--- src/pkg/ssq_pkg.sv ---
// shared constants, carrier types and sequence functions for the stepper phase sequencer
`default_nettype none
package ssq_pkg;

    // register bus carrier
    localparam int ADDR_W = 8;
    localparam int DATA_W = 32;

    typedef struct packed {
        logic [ADDR_W-1:0] addr;
        logic [DATA_W-1:0] wdata;
        logic              wr;
        logic              rd;
    } ssq_bus_t;

    // four phase drive levels, one bit per output
    typedef struct packed {
        logic one;
        logic one_inv;
        logic two;
        logic two_inv;
    } ssq_phase_t;

    // run condition, gray coded along reset -> run -> off -> fault
    typedef enum logic [1:0] {
        SSQ_HELD  = 2'b00,
        SSQ_RUN   = 2'b01,
        SSQ_OFF   = 2'b11,
        SSQ_FAULT = 2'b10
    } ssq_state_t;

    // register offsets (byte addresses)
    localparam logic [ADDR_W-1:0] OFF_STATUS   = 8'h00;
    localparam logic [ADDR_W-1:0] OFF_MASK     = 8'h04;
    localparam logic [ADDR_W-1:0] OFF_POSITION = 8'h08;
    localparam logic [ADDR_W-1:0] OFF_COUNT    = 8'h0c;
    localparam logic [ADDR_W-1:0] OFF_PINS     = 8'h10;

    // status and mask bit positions
    localparam int EV_STEP    = 0;
    localparam int EV_FAULT   = 1;
    localparam int EV_RELEASE = 2;
    localparam int EV_W       = 3;

    // position register field positions
    localparam int POS_IDX_LSB   = 0;
    localparam int POS_PHASE_LSB = 4;
    localparam int POS_FAULT_BIT = 8;
    localparam int POS_STATE_LSB = 12;

    // reset values
    localparam logic [2:0]        INIT_POS   = 3'h0;
    localparam logic [EV_W-1:0]   MASK_RST   = 3'h0;
    localparam logic [DATA_W-1:0] COUNT_RST  = 32'h0000_0000;
    localparam ssq_phase_t        PHASE_OFF  = 4'h0;

    // drive pattern for each of the eight half-step positions
    function automatic ssq_phase_t ssq_pattern(input logic [2:0] pos);
        ssq_phase_t p;
        p = PHASE_OFF;
        case (pos)
            3'h0: p = 4'h9;
            3'h1: p = 4'h8;
            3'h2: p = 4'ha;
            3'h3: p = 4'h2;
            3'h4: p = 4'h6;
            3'h5: p = 4'h4;
            3'h6: p = 4'h5;
            3'h7: p = 4'h1;
            default: p = PHASE_OFF;
        endcase
        return p;
    endfunction : ssq_pattern

    // full step from an odd (single-phase) position lands on the next two-phase position
    function automatic logic [2:0] ssq_advance(input logic [2:0] pos,
                                               input logic       half,
                                               input logic       rev);
        logic [2:0] stride;
        stride = (half || pos[0]) ? 3'h1 : 3'h2;
        return rev ? 3'(pos - stride) : 3'(pos + stride);
    endfunction : ssq_advance

endpackage : ssq_pkg
`default_nettype wire

--- src/hdl/ssq_step_edge.sv ---
// step clock edge detector with edge selection
`timescale 1ns/1ps
`default_nettype none
module ssq_step_edge (
    input  wire logic mclk_in,
    input  wire logic nrst_in,
    input  wire logic step_clk_in,
    input  wire logic edge_select_in,
    output logic      rise_out,
    output logic      fall_out,
    output logic      step_out
);
    import ssq_pkg::*;

    logic prev;
    logic primed;

    // no edge is reported in the first cycle, so a high level at reset is not a step
    always_ff @(posedge mclk_in or negedge nrst_in) begin
        if (!nrst_in) begin
            prev   <= 1'b0;
            primed <= 1'b0;
        end else begin
            prev   <= step_clk_in;
            primed <= 1'b1;
        end
    end

    assign rise_out = primed && step_clk_in && !prev;
    assign fall_out = primed && !step_clk_in && prev;
    assign step_out = rise_out || (!edge_select_in && fall_out);

endmodule : ssq_step_edge
`default_nettype wire

--- src/hdl/ssq_sequencer.sv ---
// stepper phase sequencer top: sequence, gating, fault latch, registers and interrupt
//
// The plain strobed port and the placing of the registers were decided locally.
`timescale 1ns/1ps
`default_nettype none
// Function
// - edge select high: one step per rising step clock edge only.
// - edge select low: one step on each rising and falling edge.
// - excitation select low gives full step, high gives half step.
// - direction low steps forward, high steps in reverse order.
// - reset input low holds the sequence in its reset state.
// - leaving reset starts with phase one and phase two inverse on.
// - enable low forces all four phase outputs off.
// - enable high again resumes from the held position.
// - fault output low while a fault is latched, high otherwise.
// - steady step clock keeps the present pattern on the outputs.
// - faults latch outputs off until a reset input low pulse.
module ssq_sequencer (
    input  wire logic              mclk_in,
    input  wire logic              nrst_in,
    input  wire logic              step_clk_in,
    input  wire logic              excitation_select_in,
    input  wire logic              edge_select_in,
    input  wire logic              direction_in,
    input  wire logic              reset_n_in,
    input  wire logic              enable_in,
    input  wire logic              overcurrent_in,
    input  wire logic              overheat_in,
    input  wire ssq_pkg::ssq_bus_t bus_in,
    output logic [31:0]            rdata_out,
    output logic                   phase_one_out,
    output logic                   phase_one_inverse_out,
    output logic                   phase_two_out,
    output logic                   phase_two_inverse_out,
    output logic                   fault_n_out,
    output logic                   irq_out
);
    import ssq_pkg::*;

    // edge detection
    logic step_rise;
    logic step_fall;
    logic step_pulse;

    ssq_step_edge u_edge (
        .mclk_in        (mclk_in),
        .nrst_in        (nrst_in),
        .step_clk_in    (step_clk_in),
        .edge_select_in (edge_select_in),
        .rise_out       (step_rise),
        .fall_out       (step_fall),
        .step_out       (step_pulse)
    );

    // state
    logic [2:0]        pos;
    ssq_phase_t        phase;
    logic              fault_q;
    ssq_state_t        state;
    logic [EV_W-1:0]   status;
    logic [EV_W-1:0]   mask;
    logic [DATA_W-1:0] count;
    logic              reset_prev;

    // decode
    wire        detect     = overcurrent_in || overheat_in;
    wire        next_fault = reset_n_in && (fault_q || detect);
    wire        run        = reset_n_in && enable_in && !fault_q && !detect;
    wire        advance    = run && step_pulse;
    wire  [2:0] stepped    = ssq_advance(pos, excitation_select_in, direction_in);
    wire  [2:0] next_pos   = !reset_n_in ? INIT_POS : (advance ? stepped : pos);
    wire        drive_on   = enable_in && next_fault == 1'b0 && reset_n_in;
    wire ssq_phase_t next_phase = drive_on ? ssq_pattern(next_pos) : PHASE_OFF;
    wire  [DATA_W-1:0] next_count = !reset_n_in ? COUNT_RST :
                                    !advance ? count :
                                    direction_in ? count - 32'h1 : count + 32'h1;

    ssq_state_t next_state;
    always_comb begin
        next_state = state;
        case (state)
            SSQ_HELD:  next_state = reset_n_in ? SSQ_RUN : SSQ_HELD;
            SSQ_RUN:   next_state = !reset_n_in ? SSQ_HELD :
                                    next_fault  ? SSQ_FAULT :
                                    !enable_in  ? SSQ_OFF : SSQ_RUN;
            SSQ_OFF:   next_state = !reset_n_in ? SSQ_HELD :
                                    next_fault  ? SSQ_FAULT :
                                    enable_in   ? SSQ_RUN : SSQ_OFF;
            SSQ_FAULT: next_state = !reset_n_in ? SSQ_HELD : SSQ_FAULT;
            default:   next_state = SSQ_HELD;
        endcase
    end

    // sequence and outputs
    always_ff @(posedge mclk_in or negedge nrst_in) begin
        if (!nrst_in) begin
            pos        <= INIT_POS;
            phase      <= PHASE_OFF;
            fault_q    <= 1'b0;
            state      <= SSQ_HELD;
            count      <= COUNT_RST;
            reset_prev <= 1'b0;
        end else begin
            pos        <= next_pos;
            phase      <= next_phase;
            fault_q    <= next_fault;
            state      <= next_state;
            count      <= next_count;
            reset_prev <= reset_n_in;
        end
    end

    assign phase_one_out         = phase.one;
    assign phase_one_inverse_out = phase.one_inv;
    assign phase_two_out         = phase.two;
    assign phase_two_inverse_out = phase.two_inv;
    assign fault_n_out           = !fault_q;

    // register bus
    wire sel_status = bus_in.addr == OFF_STATUS;
    wire sel_mask   = bus_in.addr == OFF_MASK;
    wire sel_pos    = bus_in.addr == OFF_POSITION;
    wire sel_count  = bus_in.addr == OFF_COUNT;
    wire sel_pins   = bus_in.addr == OFF_PINS;

    // events; a set in the cycle of a write-one-to-clear wins
    wire [EV_W-1:0] events;
    assign events[EV_STEP]    = advance;
    assign events[EV_FAULT]   = next_fault && !fault_q;
    assign events[EV_RELEASE] = reset_n_in && !reset_prev;

    wire [EV_W-1:0] clr_bits    = (bus_in.wr && sel_status) ? bus_in.wdata[EV_W-1:0] : '0;
    wire [EV_W-1:0] next_status = (status & ~clr_bits) | events;
    wire [EV_W-1:0] next_mask   = (bus_in.wr && sel_mask) ? bus_in.wdata[EV_W-1:0] : mask;

    wire [DATA_W-1:0] pos_word = (DATA_W'(pos) << POS_IDX_LSB)
                               | (DATA_W'(phase) << POS_PHASE_LSB)
                               | (DATA_W'(fault_q) << POS_FAULT_BIT)
                               | (DATA_W'(state) << POS_STATE_LSB);
    wire [DATA_W-1:0] pin_word = {24'h0, overheat_in, overcurrent_in, enable_in, reset_n_in,
                                  direction_in, edge_select_in, excitation_select_in,
                                  step_clk_in};
    // unmapped addresses read as zero
    wire [DATA_W-1:0] read_mux = sel_status ? DATA_W'(status) :
                                 sel_mask   ? DATA_W'(mask) :
                                 sel_pos    ? pos_word :
                                 sel_count  ? count :
                                 sel_pins   ? pin_word : '0;
    wire [DATA_W-1:0] next_rdata = bus_in.rd ? read_mux : '0;

    always_ff @(posedge mclk_in or negedge nrst_in) begin
        if (!nrst_in) begin
            status    <= '0;
            mask      <= MASK_RST;
            rdata_out <= '0;
            irq_out   <= 1'b0;
        end else begin
            status    <= next_status;
            mask      <= next_mask;
            rdata_out <= next_rdata;
            irq_out   <= |(next_status & next_mask);
        end
    end

    // checks
    rise_only_a: assert property (@(posedge mclk_in) disable iff (!nrst_in)
        reset_n_in && edge_select_in && step_fall && !step_rise |=> pos == $past(pos))
        else $error("falling edge stepped with rising-only selection");

    both_edges_a: assert property (@(posedge mclk_in) disable iff (!nrst_in)
        !edge_select_in && step_fall && run |=> pos != $past(pos))
        else $error("falling edge did not step with both-edge selection");

    half_fwd_a: assert property (@(posedge mclk_in) disable iff (!nrst_in)
        advance && excitation_select_in && !direction_in |=> pos == 3'($past(pos) + 3'h1))
        else $error("half step forward wrong");

    full_even_a: assert property (@(posedge mclk_in) disable iff (!nrst_in)
        advance && !excitation_select_in |=> !pos[0] && $countones(phase) == 2)
        else $error("full step left a single-phase pattern");

    reverse_dir_a: assert property (@(posedge mclk_in) disable iff (!nrst_in)
        advance && direction_in && excitation_select_in |=> pos == 3'($past(pos) - 3'h1))
        else $error("reverse half step wrong");

    reset_hold_a: assert property (@(posedge mclk_in) disable iff (!nrst_in)
        !reset_n_in ##1 !reset_n_in |-> pos == INIT_POS && phase == PHASE_OFF)
        else $error("sequence moved while reset input low");

    release_init_a: assert property (@(posedge mclk_in) disable iff (!nrst_in)
        !reset_n_in ##1 (reset_n_in && enable_in && !detect && !step_pulse)
        |=> phase == 4'h9)
        else $error("first pattern after reset release wrong");

    enable_off_a: assert property (@(posedge mclk_in) disable iff (!nrst_in)
        !enable_in |=> phase == PHASE_OFF)
        else $error("outputs driven while disabled");

    disable_keep_a: assert property (@(posedge mclk_in) disable iff (!nrst_in)
        !enable_in && reset_n_in |=> pos == $past(pos))
        else $error("position lost while disabled");

    fault_flag_a: assert property (@(posedge mclk_in) disable iff (!nrst_in)
        reset_n_in && detect |=> !fault_n_out ##1 (!fault_n_out || !$past(reset_n_in)))
        else $error("fault output not low after detection");

    steady_hold_a: assert property (@(posedge mclk_in) disable iff (!nrst_in)
        !step_rise && !step_fall && reset_n_in |=> pos == $past(pos) && count == $past(count))
        else $error("sequence moved with a steady step clock");

    fault_latch_a: assert property (@(posedge mclk_in) disable iff (!nrst_in)
        fault_q && reset_n_in |=> fault_q && phase == PHASE_OFF)
        else $error("fault latch released without reset input pulse");

    irq_level_a: assert property (@(posedge mclk_in) disable iff (!nrst_in)
        ##1 irq_out == |(status & mask))
        else $error("interrupt output disagrees with status and mask");

    full_fwd_a: assert property (@(posedge mclk_in) disable iff (!nrst_in)
        advance && !excitation_select_in && !direction_in && !pos[0]
        |=> pos == 3'($past(pos) + 3'h2))
        else $error("full step forward did not move two positions");

    full_rev_a: assert property (@(posedge mclk_in) disable iff (!nrst_in)
        advance && !excitation_select_in && direction_in && !pos[0]
        |=> pos == 3'($past(pos) - 3'h2))
        else $error("full step reverse did not move two positions");

    full_odd_a: assert property (@(posedge mclk_in) disable iff (!nrst_in)
        advance && !excitation_select_in && pos[0]
        |=> pos == ($past(direction_in) ? 3'($past(pos) - 3'h1) : 3'($past(pos) + 3'h1)))
        else $error("full step from a single-phase position missed the next pair");

    half_alt_a: assert property (@(posedge mclk_in) disable iff (!nrst_in)
        advance && excitation_select_in
        |=> $countones(phase) == ($past(pos[0]) ? 2 : 1))
        else $error("half step did not alternate one and two phases");

    mode_keep_a: assert property (@(posedge mclk_in) disable iff (!nrst_in)
        $changed(excitation_select_in) && reset_n_in && !step_pulse
        |=> pos == $past(pos))
        else $error("mode change moved the position");

    resume_pos_a: assert property (@(posedge mclk_in) disable iff (!nrst_in)
        !enable_in ##1 (enable_in && reset_n_in && !fault_q && !detect && !step_pulse)
        |=> pos == $past(pos) && phase != PHASE_OFF)
        else $error("enable return did not resume the held pattern");

    state_off_a: assert property (@(posedge mclk_in) disable iff (!nrst_in)
        state == SSQ_OFF
        |-> phase == PHASE_OFF)
        else $error("outputs driven in the disabled state");

    count_clear_a: assert property (@(posedge mclk_in) disable iff (!nrst_in)
        !reset_n_in
        |=> count == COUNT_RST && pos == INIT_POS)
        else $error("reset input low left count or position");

    reset_unlatch_a: assert property (@(posedge mclk_in) disable iff (!nrst_in)
        !reset_n_in
        |=> !fault_q && fault_n_out)
        else $error("reset input low did not clear the fault latch");

    fault_off_a: assert property (@(posedge mclk_in) disable iff (!nrst_in)
        reset_n_in && detect
        |=> phase == PHASE_OFF && !fault_n_out)
        else $error("detection did not turn the outputs off");

    fault_hold_a: assert property (@(posedge mclk_in) disable iff (!nrst_in)
        fault_q && reset_n_in && step_pulse
        |=> pos == $past(pos))
        else $error("step taken while faulted");

    state_fault_a: assert property (@(posedge mclk_in) disable iff (!nrst_in)
        state == SSQ_FAULT
        |-> fault_q && !fault_n_out)
        else $error("fault state without the fault flag");

    count_fwd_a: assert property (@(posedge mclk_in) disable iff (!nrst_in)
        advance && !direction_in
        |=> count == $past(count) + 32'h1)
        else $error("step count did not rise on a forward step");

    count_rev_a: assert property (@(posedge mclk_in) disable iff (!nrst_in)
        advance && direction_in
        |=> count == $past(count) - 32'h1)
        else $error("step count did not fall on a reverse step");

    step_set_a: assert property (@(posedge mclk_in) disable iff (!nrst_in)
        advance
        |=> status[EV_STEP])
        else $error("step event not recorded");

    fault_event_a: assert property (@(posedge mclk_in) disable iff (!nrst_in)
        reset_n_in && detect && !fault_q
        |=> status[EV_FAULT])
        else $error("fault event not recorded");

    release_event_a: assert property (@(posedge mclk_in) disable iff (!nrst_in)
        reset_n_in && !reset_prev
        |=> status[EV_RELEASE])
        else $error("reset release event not recorded");

    status_clear_a: assert property (@(posedge mclk_in) disable iff (!nrst_in)
        bus_in.wr && sel_status && bus_in.wdata[EV_STEP] && !advance
        |=> !status[EV_STEP])
        else $error("write one did not clear the step event");

    mask_write_a: assert property (@(posedge mclk_in) disable iff (!nrst_in)
        bus_in.wr && sel_mask
        |=> mask == $past(bus_in.wdata[EV_W-1:0]))
        else $error("mask write did not land");

    irq_mask_a: assert property (@(posedge mclk_in) disable iff (!nrst_in)
        mask == '0 && !(bus_in.wr && sel_mask)
        |=> !irq_out)
        else $error("interrupt raised with every event masked");

    rdata_idle_a: assert property (@(posedge mclk_in) disable iff (!nrst_in)
        !bus_in.rd
        |=> rdata_out == '0)
        else $error("read data not zero outside a read");

    read_status_a: assert property (@(posedge mclk_in) disable iff (!nrst_in)
        bus_in.rd && sel_status
        |=> rdata_out == DATA_W'($past(status)))
        else $error("status read wrong");

    read_mask_a: assert property (@(posedge mclk_in) disable iff (!nrst_in)
        bus_in.rd && sel_mask
        |=> rdata_out == DATA_W'($past(mask)))
        else $error("mask read wrong");

    read_count_a: assert property (@(posedge mclk_in) disable iff (!nrst_in)
        bus_in.rd && sel_count
        |=> rdata_out == $past(count))
        else $error("count read wrong");

    read_pos_a: assert property (@(posedge mclk_in) disable iff (!nrst_in)
        bus_in.rd && sel_pos
        |=> rdata_out[POS_IDX_LSB +: 3] == $past(pos) && rdata_out[POS_FAULT_BIT] == $past(fault_q))
        else $error("position read wrong");

    read_unmapped_a: assert property (@(posedge mclk_in) disable iff (!nrst_in)
        bus_in.rd && !(sel_status || sel_mask || sel_pos || sel_count || sel_pins)
        |=> rdata_out == '0)
        else $error("unmapped read not zero");

endmodule : ssq_sequencer
`default_nettype wire

--- config.mk ---
export PLATFORM = sky130hd
export DESIGN_NAME = ssq_sequencer
export DESIGN_NICKNAME = d
export VERILOG_FILES = /design/src/pkg/ssq_pkg.sv /design/src/hdl/ssq_step_edge.sv /design/src/hdl/ssq_sequencer.sv
export SDC_FILE = /design/constraint.sdc
export NUM_CORES = 1
export LEC_CHECK = 0
export ABC_CLOCK_PERIOD_IN_PS = 3800
export BUFFER_PORTS_ARGS = -buffer_cell sky130_fd_sc_hd__buf_4
export CAP_MARGIN = 20
export CORE_ASPECT_RATIO = 1.5
export CORE_UTILIZATION = 50
export DETAILED_ROUTE_END_ITERATION = 10
export GPL_TIMING_DRIVEN = 0
export PLACE_DENSITY = 0.73
export RECOVER_POWER = 50
export SETUP_SLACK_MARGIN = 0.1
export SLEW_MARGIN = 10
export SYNTH_ARGS = -nofsm -noshare
export SYNTH_HDL_FRONTEND = slang
export SYNTH_HIERARCHICAL = 1
export SYNTH_SLANG_ARGS = --single-unit
--- constraint.sdc ---
create_clock -name mclk_in -period 3.8 [get_ports mclk_in]
set_clock_uncertainty 0.05 [all_clocks]
set_input_delay 1.14 -clock mclk_in [delete_from_list [all_inputs] [get_ports mclk_in]]
set_output_delay 1.14 -clock mclk_in [all_outputs]
set_load 0.05 [all_outputs]
== Word level (Yosys, flattened, before mapping) ==
Memories as Yosys holds them, arrays and structs flattened.
Cells that the tools add are included.

* Register bits after elaboration: 84
* ROM bits: 32
* Input bits: 52
* Output and inout port bits: 38
* Logic and storage cells: 88
* Memories kept: 1

* Add/sub/neg operators: 4
* Equality and inequality tests: 8
* Mux-type cells: 22
* Bitwise gates (word level): 8
* Reduce and logical (&&, ||, !) cells: 30

{| class="wikitable"
|+ Memory list
! name !! words !! width !! read ports !! clocked after Yosys merged registers in !! wr ports !! line !! text
|-
| (no name shown) || 8 || 4 || 1 || 0 || 0 || ssq_pkg.sv:61 || <nowiki>case (pos)</nowiki>
|}

{| class="wikitable"
|+ Operators with widths
! operator !! count
|-
| $mux W32 || 8
|-
| $add A32 B1 Y32 const B || 1
|-
| $sub A32 B1 Y32 const B || 1
|-
| $eq A8 B4 Y1 const B || 2
|-
| $logic_and A1 B1 Y1 || 16
|-
| $mux W3 || 5
|-
| $or A9 B14 Y14 || 1
|-
| $mux W2 || 5
|-
| $or A8 B9 Y9 || 1
|-
| $eq A8 B3 Y1 const B || 1
|-
| $eq A8 B5 Y1 const B || 1
|-
| $logic_not A8 Y1 || 1
|-
| $mux W8 || 1
|-
| $or A3 B8 Y8 || 1
|-
| $and A3 B3 Y3 || 2
|-
| $logic_not A1 Y1 || 6
|-
| $pmux W2 S3 || 1
|-
| $eq A2 B2 Y1 const B || 2
|-
| $logic_or A1 B1 Y1 || 4
|-
| $mux W4 || 1
|-
| $add A3 B2 Y3 || 1
|-
| $not A3 Y3 || 1
|-
| $or A3 B3 Y3 || 1
|-
| $reduce_or A3 Y1 || 1
|-
| 7 further kinds || 7
|}

== Longest topological paths before layout ==
Gate-level depths: netlist of the first run.
An unclocked memory read counts as a cell.

* Word-level depth: 10
* Depth in mapped cells: 12
* Mapped depth without buffers: 11

== Modules after synthesis ==
Netlist of the first run, hierarchy kept.

{| class="wikitable"
|+ Modules (own cells, without submodules)
! module !! times used !! cells an instance !! area an instance (µm²) !! sequential area each (µm²)
|-
| ssq_sequencer || 1 || 496 || 4927.2 || 2052.0
|-
| ssq_step_edge || 1 || 9 || 85.1 || 50.0
|}

== Worst setup path after synthesis of the first run ==
Ideal clock, no wire load.

* Path kind: input port to flip-flop
* From: input direction_in
* To: register count[28]
* Arrival time: 3.281 ns
* Setup slack: 0.347 ns
* Stages: 12
* Path buffers: 1
* Cell sequence: clkbuf_1 > inv_1 > fa_1 > nor2b_1 > o31a_1 > o31ai_2 > a21oi_4 > o41ai_4 > nand3_2 > a31oi_2 > xor2_1 > o21ai_1

* Longest elaborated chain between the ends: 3

{| class="wikitable"
|+ RTL lines
! element !! line !! text
|-
| start: declaration || ssq_sequencer.sv:24 || <nowiki>input wire logic direction_in,</nowiki>
|-
| $mux W32 || ssq_sequencer.sv:76 || <nowiki>direction_in ? count - 32'h1 : count + 32'h1;</nowiki>
|-
| $mux W32 || ssq_sequencer.sv:75 || <nowiki>!advance ? count :</nowiki>
|-
| $mux W32 || ssq_sequencer.sv:74 || <nowiki>wire [DATA_W-1:0] next_count = !reset_n_in ? COUNT_RST :</nowiki>
|-
| end signal: assignment || ssq_sequencer.sv:108 || <nowiki>count <= next_count;</nowiki>
|-
| end: declaration || ssq_sequencer.sv:62 || <nowiki>logic [DATA_W-1:0] count;</nowiki>
|}

Every way passes these cells. The select of a mux whose other input is x is not followed.
A chain may end at the register's enable or synchronous reset.

== Worst setup path in the final report of the first run ==
* From: input direction_in
* To: register count[24]

Same word-level chain as after synthesis.

==> results of run 1 <==
[registers in the layout (all words and copies together) (netlist names), 2 cells and up]
| signal | cells |
|---|---|
| pos | 3 |
| state | 2 |
| mask | 3 |
| status | 3 |
| count | 32 |
| rdata_out | 32 |
[layout by cell type, fill, tap and decap left out, types with 7 or more instances in the layout]
cell       count
mux2i_1        8
clkbuf_1      26
nor2_1        27
a21oi_1       20
nand3_1       40
ha_1          30
and2_1        24
o21ai_1        9
inv_1         13
a21o_1        16
clkbuf_16      9
nand4_1        8
nor3_1         7
buf_4         41
xnor2_1       13
nand2_1       24
xor2_1        13
dfrtp_1       84
mux2_2        10
o21ai_0       38
[report_power, final]
part           internal, uW  leakage, uW  switching (uW)  total (uW)
clock network           452     0.000141             381         832
registers               907      0.00115            7.71         914
logic                  72.2      0.00153             120         193
[per-layer routing]
metal	routed length, um	share of wire [%]
met1	4730	40
met2	6340	54
met3	482	4.1
met4	259	2.2
met5	0	0
[layout make-up]
class	instances	area (um^2)	share of cell area (%)
Buffer	21	124	2.11
Clock buffer	9	225	3.83
Clock inverter	7	57.6	0.979
Inverter	13	48.8	0.830
Multi-Input combinational cell	384	2750	46.8
Sequential cell	84	2100	35.8
Tap cell	115	144	2.45
Timing Repair Buffer	61	427	7.26
[worst paths after layout]
check | from | end | slack [ps] | depth (start not counted)
setup / recovery | direction_in | count[24] | 220 | 12
hold / removal | state[0] | state[1] | 450 | 1
setup reg to reg | count[15] | count[24] | 820 | 11
hold reg to reg | state[0] | state[1] | 450 | 1
max in group asynchronous | nrst_in | count[20] | 1400 | 1
min in group asynchronous | nrst_in | mask[2] | 1230 | 1
[through the flow]
| stage | area, um^2 | total power [uW] | utilization (%) |
|---|---|---|---|
| after CTS | 5900 | 1960 | 60.8 |
| after global placement | 5600 | 1120 | 57.7 |
| after detailed placement | 5600 | 1120 | 57.7 |
| final | 5880 | 1940 | 60.7 |
| after global routing | 5880 | 2020 | 60.7 |
| after floorplan | 5000 | 1040 | - |
[what timing repair did]
action	4_1_cts	5_1_grt
resized for setup	3	6
endpoints found under the setup margin	9	11
hold buffers	0	0
pin swaps	0	1
[critical path, stage by stage]
cell and delay [ps]:
buf_12 150, ha_1 320, buf_6 140, a21o_1 140
a21o_1 210, a2111oi_4 400, o21bai_2 150, o41ai_4 510
nand2b_1 100, a21oi_1 200, xor2_1 180, o21ai_1 70
==> results.yml, run 1 <==
placement:
  pre_cts_ws_ps: -368
  gp_congestion: 0.865
  hpwl_um: 8400
  port_buffers: 60
  placed_cells: 677
final_layout:
  n_fill_cell: 841
  layout.cells.non_filler: 694
  drive_above_1_share_pct: 17.6
  area_growth_pct: 17.6
  diodes: 0
  fin_nets: 658
pwr:
  power_leakage_uw: 0.00282
  powerDensity_mw_per_mm2: 330
  vdd_ir_drop_max_mv: 0.252
logic_synthesis:
  syn_inst: 502
  ys_warn_count: 6
  syn_nets: 586
  avgSynthCellArea_um2: 9.96
  synth_area_mm2: 0.00500
route:
  wl_per_cell_um: 17.0
  drt-total-wl_um: 11800
  drt_pass1_iterations: 4
  route.detailed.drc: 0
  drt_first_iter_violations: 203
  via_per_inst: 5.96
  vias: 4137
  ant_nets: 0
clock_tree:
  cts_made_buffers: 9
  ctsHtreeMaxLevel: 3
  post-cts-setup-buffer-count: 0
  ctsRootBufferMaster: "clkbuf_16"
  cts_tree: "built"
  cts.clk_slew.worst_paths_ps: 60
  clock_latency_ps: 340
  clockBufferDepth: 2
  cts_sinks: 84
floorplan:
  start_util_pct: 51.6
  coreArea_mm2: 0.00969
  die_h_um: 124
  io_pins: 90
  die-area_mm2: 0.0104
  die_x_um: 83.7
  fp-row-count: 44
global_route:
  grt_pass1_vias: 4128
  grt_busiest_layer: "met2"
  grt_usage_pct: 23.5
  grtUsageMet2_pct: 43.1
  met1_usage_pct: 26.3
  antenna_found_initial: 0
  grt_overflow_total: 0
  grt_max_degree: 85
  grt_pass1_wl_um: 19400
  gr-usage-met3_pct: 4.24
timing:
  max_freq_mhz: 280
  fin_tns_setup_ps: 0
  slew_headroom_pct: -22.4
  min_period_ps: 3580
  slew_violations: 33
  rsz0062_at_grt: "false"
  setup_viol: 0
  hold_viol: 0
  worst_slew_pin_slew_ps: 1840
  hold_slack_ps: 452
  setup_slack_ps: 225
  fin_crit_sh_pct: 94.1
worst_setup_path:
  worstPathRequired_ps: 3960
  end_kind: "register"
  arrival_ps: 3740
  crit_fanout: 31
  crit_type: "input port to register"
  critPathLaunchType: "input port"
worst_hold_path:
  hp-class: "register to register"
run_status:
  violations: "capacitance limit, slew limit"
  status: "finished, violations left"
flow_run:
  cap_violations: 1
(Power assumes the default switching activity.)
==> run 2, diff against run 1 <==
CELL_PAD_IN_SITES_DETAIL_PLACEMENT = 0   (was default)
CELL_PAD_IN_SITES_GLOBAL_PLACEMENT = 1   (was default)
CORE_UTILIZATION = 43   (was 50)
PLACE_DENSITY = default   (was 0.73)
PLACE_DENSITY_LB_ADDON = 0.1   (was default)
==> run 2 against run 1 <==
Sequential cell count stayed put. Sequential share of layout area shrank 0.41 points. Final area increased by 1.2%. Total power is 5.1% higher. Via count shrank 2.6%. Die area grew 16%. Global-route usage fell by 2.3 points. The run still ends with capacitance limit, slew limit left. Sequential power barely moved. Highest routed layer unchanged. Critical path type unchanged.
==> results.yml, run 2 (synthesis results as in run 1) <==
route:
  ant_nets: 0
  wl_per_cell_um: 17.0
  drt_pass1_iterations: 4
  drt-total-wl_um: 12300
  via_per_inst: 5.56
  vias: 4028
  drt_first_iter_violations: 204
  route.detailed.drc: 0
worst_setup_path:
  end_kind: "register"
  cp_cell_sequence: "buf_12 -> ha_1 -> buf_6 -> a21o_1 -> a21o_1 -> a2111oi_4 -> o21bai_1 -> o41ai_4 -> nand3_2 -> a31oi_2 -> xor2_1 -> o21ai_1"
  worstPathRequired_ps: 3980
  crit_fanout: 31
  cp_slowest_cell: "o41ai_4"
  critPathLaunchType: "input port"
  slowest_delay_ps: 520
  crit_start: "direction_in"
  crit-reg2reg-launch: "count[15]"
  crit_type: "input port to register"
  arrival_ps: 3740
  regToRegSetupSlack_ps: 840
  cp_common_cell: "a21o_1"
final_layout:
  drive_above_1_share_pct: 17.3
  fin_nets: 658
  layout_common_cells: "dfrtp_1, buf_4, nand3_1"
  top_regs: "count (32), rdata_out (32)"
  layout.cells.non_filler: 725
  diodes: 0
  area_growth_pct: 18.9
  layout_commonest_cell: "dfrtp_1"
  n_fill_cell: 1058
timing:
  min_period_ps: 3560
  fin_crit_sh_pct: 93.7
  max_freq_mhz: 281
  setup_viol: 0
  slew_headroom_pct: -22.9
  worst_slew_pin_slew_ps: 1840
  hold_viol: 0
  rsz0062_at_grt: "false"
  slew_violations: 32
placement:
  placed_cells: 709
  port_buffers: 60
  hpwl_um: 8780
  gp_congestion: 0.838
floorplan:
  start_util_pct: 44.8
  die_x_um: 90.1
  coreArea_mm2: 0.0112
  io_pins: 90
  die-area_mm2: 0.0121
  fp-row-count: 47
  die_h_um: 134
clock_tree:
  ctsHoldBuffers: 0
  post-cts-setup-buffer-count: 0
  cts_tree: "built"
  ctsHtreeMaxLevel: 3
  ctsRootBufferMaster: "clkbuf_16"
  cts.clk_slew.worst_paths_ps: 60
  clock_latency_ps: 340
  cts_made_buffers: 9
  cts_sinks: 84
  clockBufferDepth: 2
global_route:
  grt_usage_pct: 21.3
  grt_max_degree: 85
  antenna_found_initial: 0
  grt_pass1_wl_um: 20000
  grt_overflow_total: 0
  grt_pass1_vias: 4143
flow_run:
  cap_violations: 1
pwr:
  power_switching_uw: 487
  p_clk_share_pct: 45.7
  powerDensity_mw_per_mm2: 343
  internal-power_uw: 1550
  p_seq_share_pct: 44.9
  power_leakage_uw: 0.00282
  p_comb_share_pct: 9.4
  vdd_ir_drop_max_mv: 0.210
  p_sw_share_pct: 23.9
  power_uw: 2040
worst_hold_path:
  hp-class: "register to register"
  hold_start: "reset_prev"
run_status:
  violations: "capacitance limit, slew limit"
  status: "finished, violations left"
-- run 2: cell count changes in the layout (fill, tap and decap cells not counted) --
cell	delta
clkinvlp_4	+1
o21bai_2	-1
clkinv_4	-1
o21bai_1	+1
buf_2	+1
bufinv_16	+2
clkbuf_2	-1
inv_6	-3
-- run 2: layout make-up --
type,instances,area (um^2),area share [%]
clock inverters,6,90.1,1.51
multi-input cells,384,2750,46.2
clock buffers,9,225,3.79
flip-flops and latches,84,2100,35.3
plain buffers,21,124,2.08
well taps,147,184,3.09
repair buffers,61,427,7.17
inverters,13,48.8,0.820
-- run 2: power groups by stage --
stage / sequential [uW] / clock (uW) / combinational [uW]
after floorplan: 935 / 0 / 106
after global placement: 931 / 0 / 188
after detailed placement: 932 / 0 / 190
after CTS: 915 / 958 / 192
after global routing: 916 / 990 / 214
final: 915 / 932 / 192
-- run 2: worst paths after layout --
path | end | cells past startpoint
max | count[28] | 12
min | status[2] | 1
max reg2reg | count[28] | 11
min reg2reg | status[2] | 1
max in group asynchronous | count[19] | 1
min in group asynchronous | rdata_out[0] | 1
-- run 2: per-stage QoR --
stage / utilization [%] / area, um^2 / hold WS (ps) / worst slack (ps) / TNS (ps)
3_3_place_gp: 50.4 / 5640 / 438 / -410 / -4110
4_1_cts: 53.4 / 5970 / 449 / 191 / 0
3_5_place_dp: 50.4 / 5640 / 443 / -358 / -3890
6_report: 53.2 / 5950 / 440 / 241 / 0
5_1_grt: 53.2 / 5950 / 469 / 115 / 0
2_1_floorplan: - / 5000 / 380 / 347 / 0
-- run 2: routing by layer --
metal	vias to the layer above	global-route usage, %	part of all wire [%]	wire (um)
li1	1996	-	-	-
met1	1921	23.6	41	5070
met2	87	39.9	53	6510
met3	24	3.51	3.5	426
met4	0	8.78	2.5	312
met5	-	0	0	0
-- run 2: critical path, delay by kind of cell --
| family | cells | cell delay, ps |
|---|---|---|
| adder cells (fa/ha/maj) | 1 | 310 |
| AO/OA/AOI/OAI | 7 | 1700 |
| XOR/XNOR | 1 | 170 |
| AND/OR/NAND/NOR | 1 | 120 |
| buffers and inverters | 2 | 290 |
-- run 2: repair_timing --
action / CTS / global route
resized for setup: 4 / 4
endpoints found under the setup margin: 8 / 9
pin swaps: 0 / 1
==> run 3, diff against run 2 <==
--- a/config.mk
+++ b/config.mk
@@ -17,5 +17,5 @@
 export PLACE_DENSITY_LB_ADDON = 0.1
 export RECOVER_POWER = 50
-export SETUP_SLACK_MARGIN = 0.1
+export SETUP_SLACK_MARGIN = 0.5
 export SLEW_MARGIN = 10
 export SYNTH_ARGS = -nofsm -noshare
--- a/constraint.sdc
+++ b/constraint.sdc
@@ -3,3 +3,3 @@
 set_input_delay 1.14 -clock mclk_in [delete_from_list [all_inputs] [get_ports mclk_in]]
 set_output_delay 1.14 -clock mclk_in [all_outputs]
-set_load 0.05 [all_outputs]
+set_load 0.01 [all_outputs]
==> run 3 against run 2 <==
Clock power grew 7%. Largest power group unchanged. Critical path depth grew 1. Register-to-register slack improved by 180 ps. Final cell count increased by 2.1%. Final area up 8.3%. Critical path type unchanged. Utilization grew 4.4 points. Via count is 3.7% higher. Total power rose by 4.9%. The run still ends with capacitance limit, slew limit left. Wire length up 5.3%. Sequential cell count stayed put. Global-route usage rose by 1.2 points.
==> results.yml, run 3 (synthesis results as in run 1) <==
final_layout:
  diodes: 0
  drive_above_1_share_pct: 25.5
  fin_nets: 673
  area_growth_pct: 28.8
  layout_commonest_cell: "dfrtp_1"
  top_regs: "count (32), rdata_out (32)"
  layout_common_cells: "dfrtp_1, buf_4, nand3_1"
global_route:
  grt_usage_pct: 22.4
  grt_max_degree: 85
  grt_pass1_wl_um: 21300
  grt_pass1_vias: 4278
  antenna_found_initial: 0
  grt_overflow_total: 0
timing:
  setup_slack_ps: 525
  slew_violations: 27
  slew_headroom_pct: -3.22
  fin_crit_sh_pct: 86.2
  worst_slew_pin_slew_ps: 1550
  min_period_ps: 3280
  setup_viol: 0
  hold_viol: 0
  rsz0062_at_grt: "true"
  max_freq_mhz: 305
placement:
  port_buffers: 60
  hpwl_um: 8800
  gp_congestion: 0.846
  pre_cts_ws_ps: -344
route:
  via_per_inst: 5.65
  drt_pass1_iterations: 4
  drt_first_iter_violations: 214
  wl_per_cell_um: 17.5
  drt-total-wl_um: 13000
  vias: 4179
  route.detailed.drc: 0
  ant_nets: 0
floorplan:
  io_pins: 90
  coreArea_mm2: 0.0112
  fp-row-count: 47
  start_util_pct: 44.8
  die_h_um: 134
  die_x_um: 90.1
  die-area_mm2: 0.0121
worst_setup_path:
  slowest_delay_ps: 410
  cp_slowest_cell: "o21ai_0"
  critPathLaunchType: "input port"
  end_kind: "register"
  cp_cell_sequence: "buf_16 -> clkbuf_16 -> inv_4 -> fa_2 -> nor2b_2 -> o31a_1 -> buf_4 -> or2_2 -> o21ai_0 -> o21bai_1 -> a21oi_1 -> xor2_1 -> o21ai_0"
  arrival_ps: 3430
  regToRegSetupSlack_ps: 1020
  crit_fanout: 8
  worstPathRequired_ps: 3950
  cp_common_cell: "o21ai_0"
  crit_type: "input port to register"
clock_tree:
  clock_latency_ps: 340
  ctsRootBufferMaster: "clkbuf_16"
  cts_made_buffers: 9
  cts.clk_slew.worst_paths_ps: 60
  cts_sinks: 84
  clockBufferDepth: 2
  ctsHtreeMaxLevel: 3
  cts_tree: "built"
pwr:
  p_clk_share_pct: 47.0
  power_leakage_uw: 0.00297
  p_seq_share_pct: 42.8
  internal-power_uw: 1640
  p_sw_share_pct: 23.2
  vdd_ir_drop_max_mv: 0.193
  powerDensity_mw_per_mm2: 332
  power_switching_uw: 497
  p_comb_share_pct: 10.2
  power_uw: 2140
run_status:
  violations: "capacitance limit, slew limit"
  status: "finished, violations left"
worst_hold_path:
  hp-class: "register to register"
flow_run:
  cap_violations: 1
run 3: cell count changes in the layout (fill, tap and decap cells not counted), moves of 5 or more:
cell	previous run	this run
buf_4	41	54
ha_1	30	17
ha_2	0	5
ha_4	0	8
run 3: worst max-delay path: cells and delay by family:
family | cells | cell delay (ps)
AOI/OAI and AO/OA | 5 | 1110
buffers and inverters | 4 | 470
and+or+nand+nor | 2 | 330
adders and majority gates | 1 | 210
xor gates and xnor gates | 1 | 160
run 3: per-stage QoR:
stage          cell area, um^2  hold WS, ps  TNS (ps)  util (%)  instances
3_3_place_gp              5680          439     -3590      50.9        709
6_report                  6440          440         0      57.7        740
2_1_floorplan             5050          380         0         -        502
4_1_cts                   6270          451         0      56.1        735
3_5_place_dp              5680          429     -3390      50.9        709
5_1_grt                   6440          473         0      57.7        740
run 3: timing repair:
action / in CTS / in global routing
hold buffers: 0 / 0
cloned: 2 / 0
pin swaps: 14 / 20
setup endpoints to repair: 22 / 32
buffers inserted: 9 / 4
gates resized for setup: 22 / 41
run 3: final timing paths:
kind / startpoint / to / cells past startpoint
worst max register to register: count[9] / count[31] / 10
worst min register to register: reset_prev / status[2] / 1
worst min-delay path: reset_prev / status[2] / 1
max in group asynchronous: nrst_in / count[11] / 2
worst max-delay path: direction_in / count[10] / 13
min in group asynchronous: nrst_in / irq_out / 1
run 3: area by class of cell:
class,instances,area [um^2]
fill,1001,4730
multi-input combinational,384,3020
sequential,84,2100
timing repair buffer,76,596
clock buffer,9,225
tap,147,184
buffer,21,151
clock inverter,6,113
inverter,13,51.3
run 3: metal layers:
layer | wire [um] | global-route usage, % | part of all wire, %
met5 | 0 | 0 | 0
met4 | 343 | 9.86 | 2.6
met3 | 378 | 2.32 | 2.9
met2 | 6840 | 40.4 | 53
met1 | 5410 | 27.0 | 42
run 3: power by group through the flow:
stage / Sequential (uW) / Combinational [uW] / Clock [uW]
detailed placement: 932 / 184 / 0
finish: 915 / 219 / 1000
floorplan: 930 / 106 / 0
CTS: 915 / 204 / 1020
global route: 916 / 241 / 1060
global placement: 931 / 183 / 0
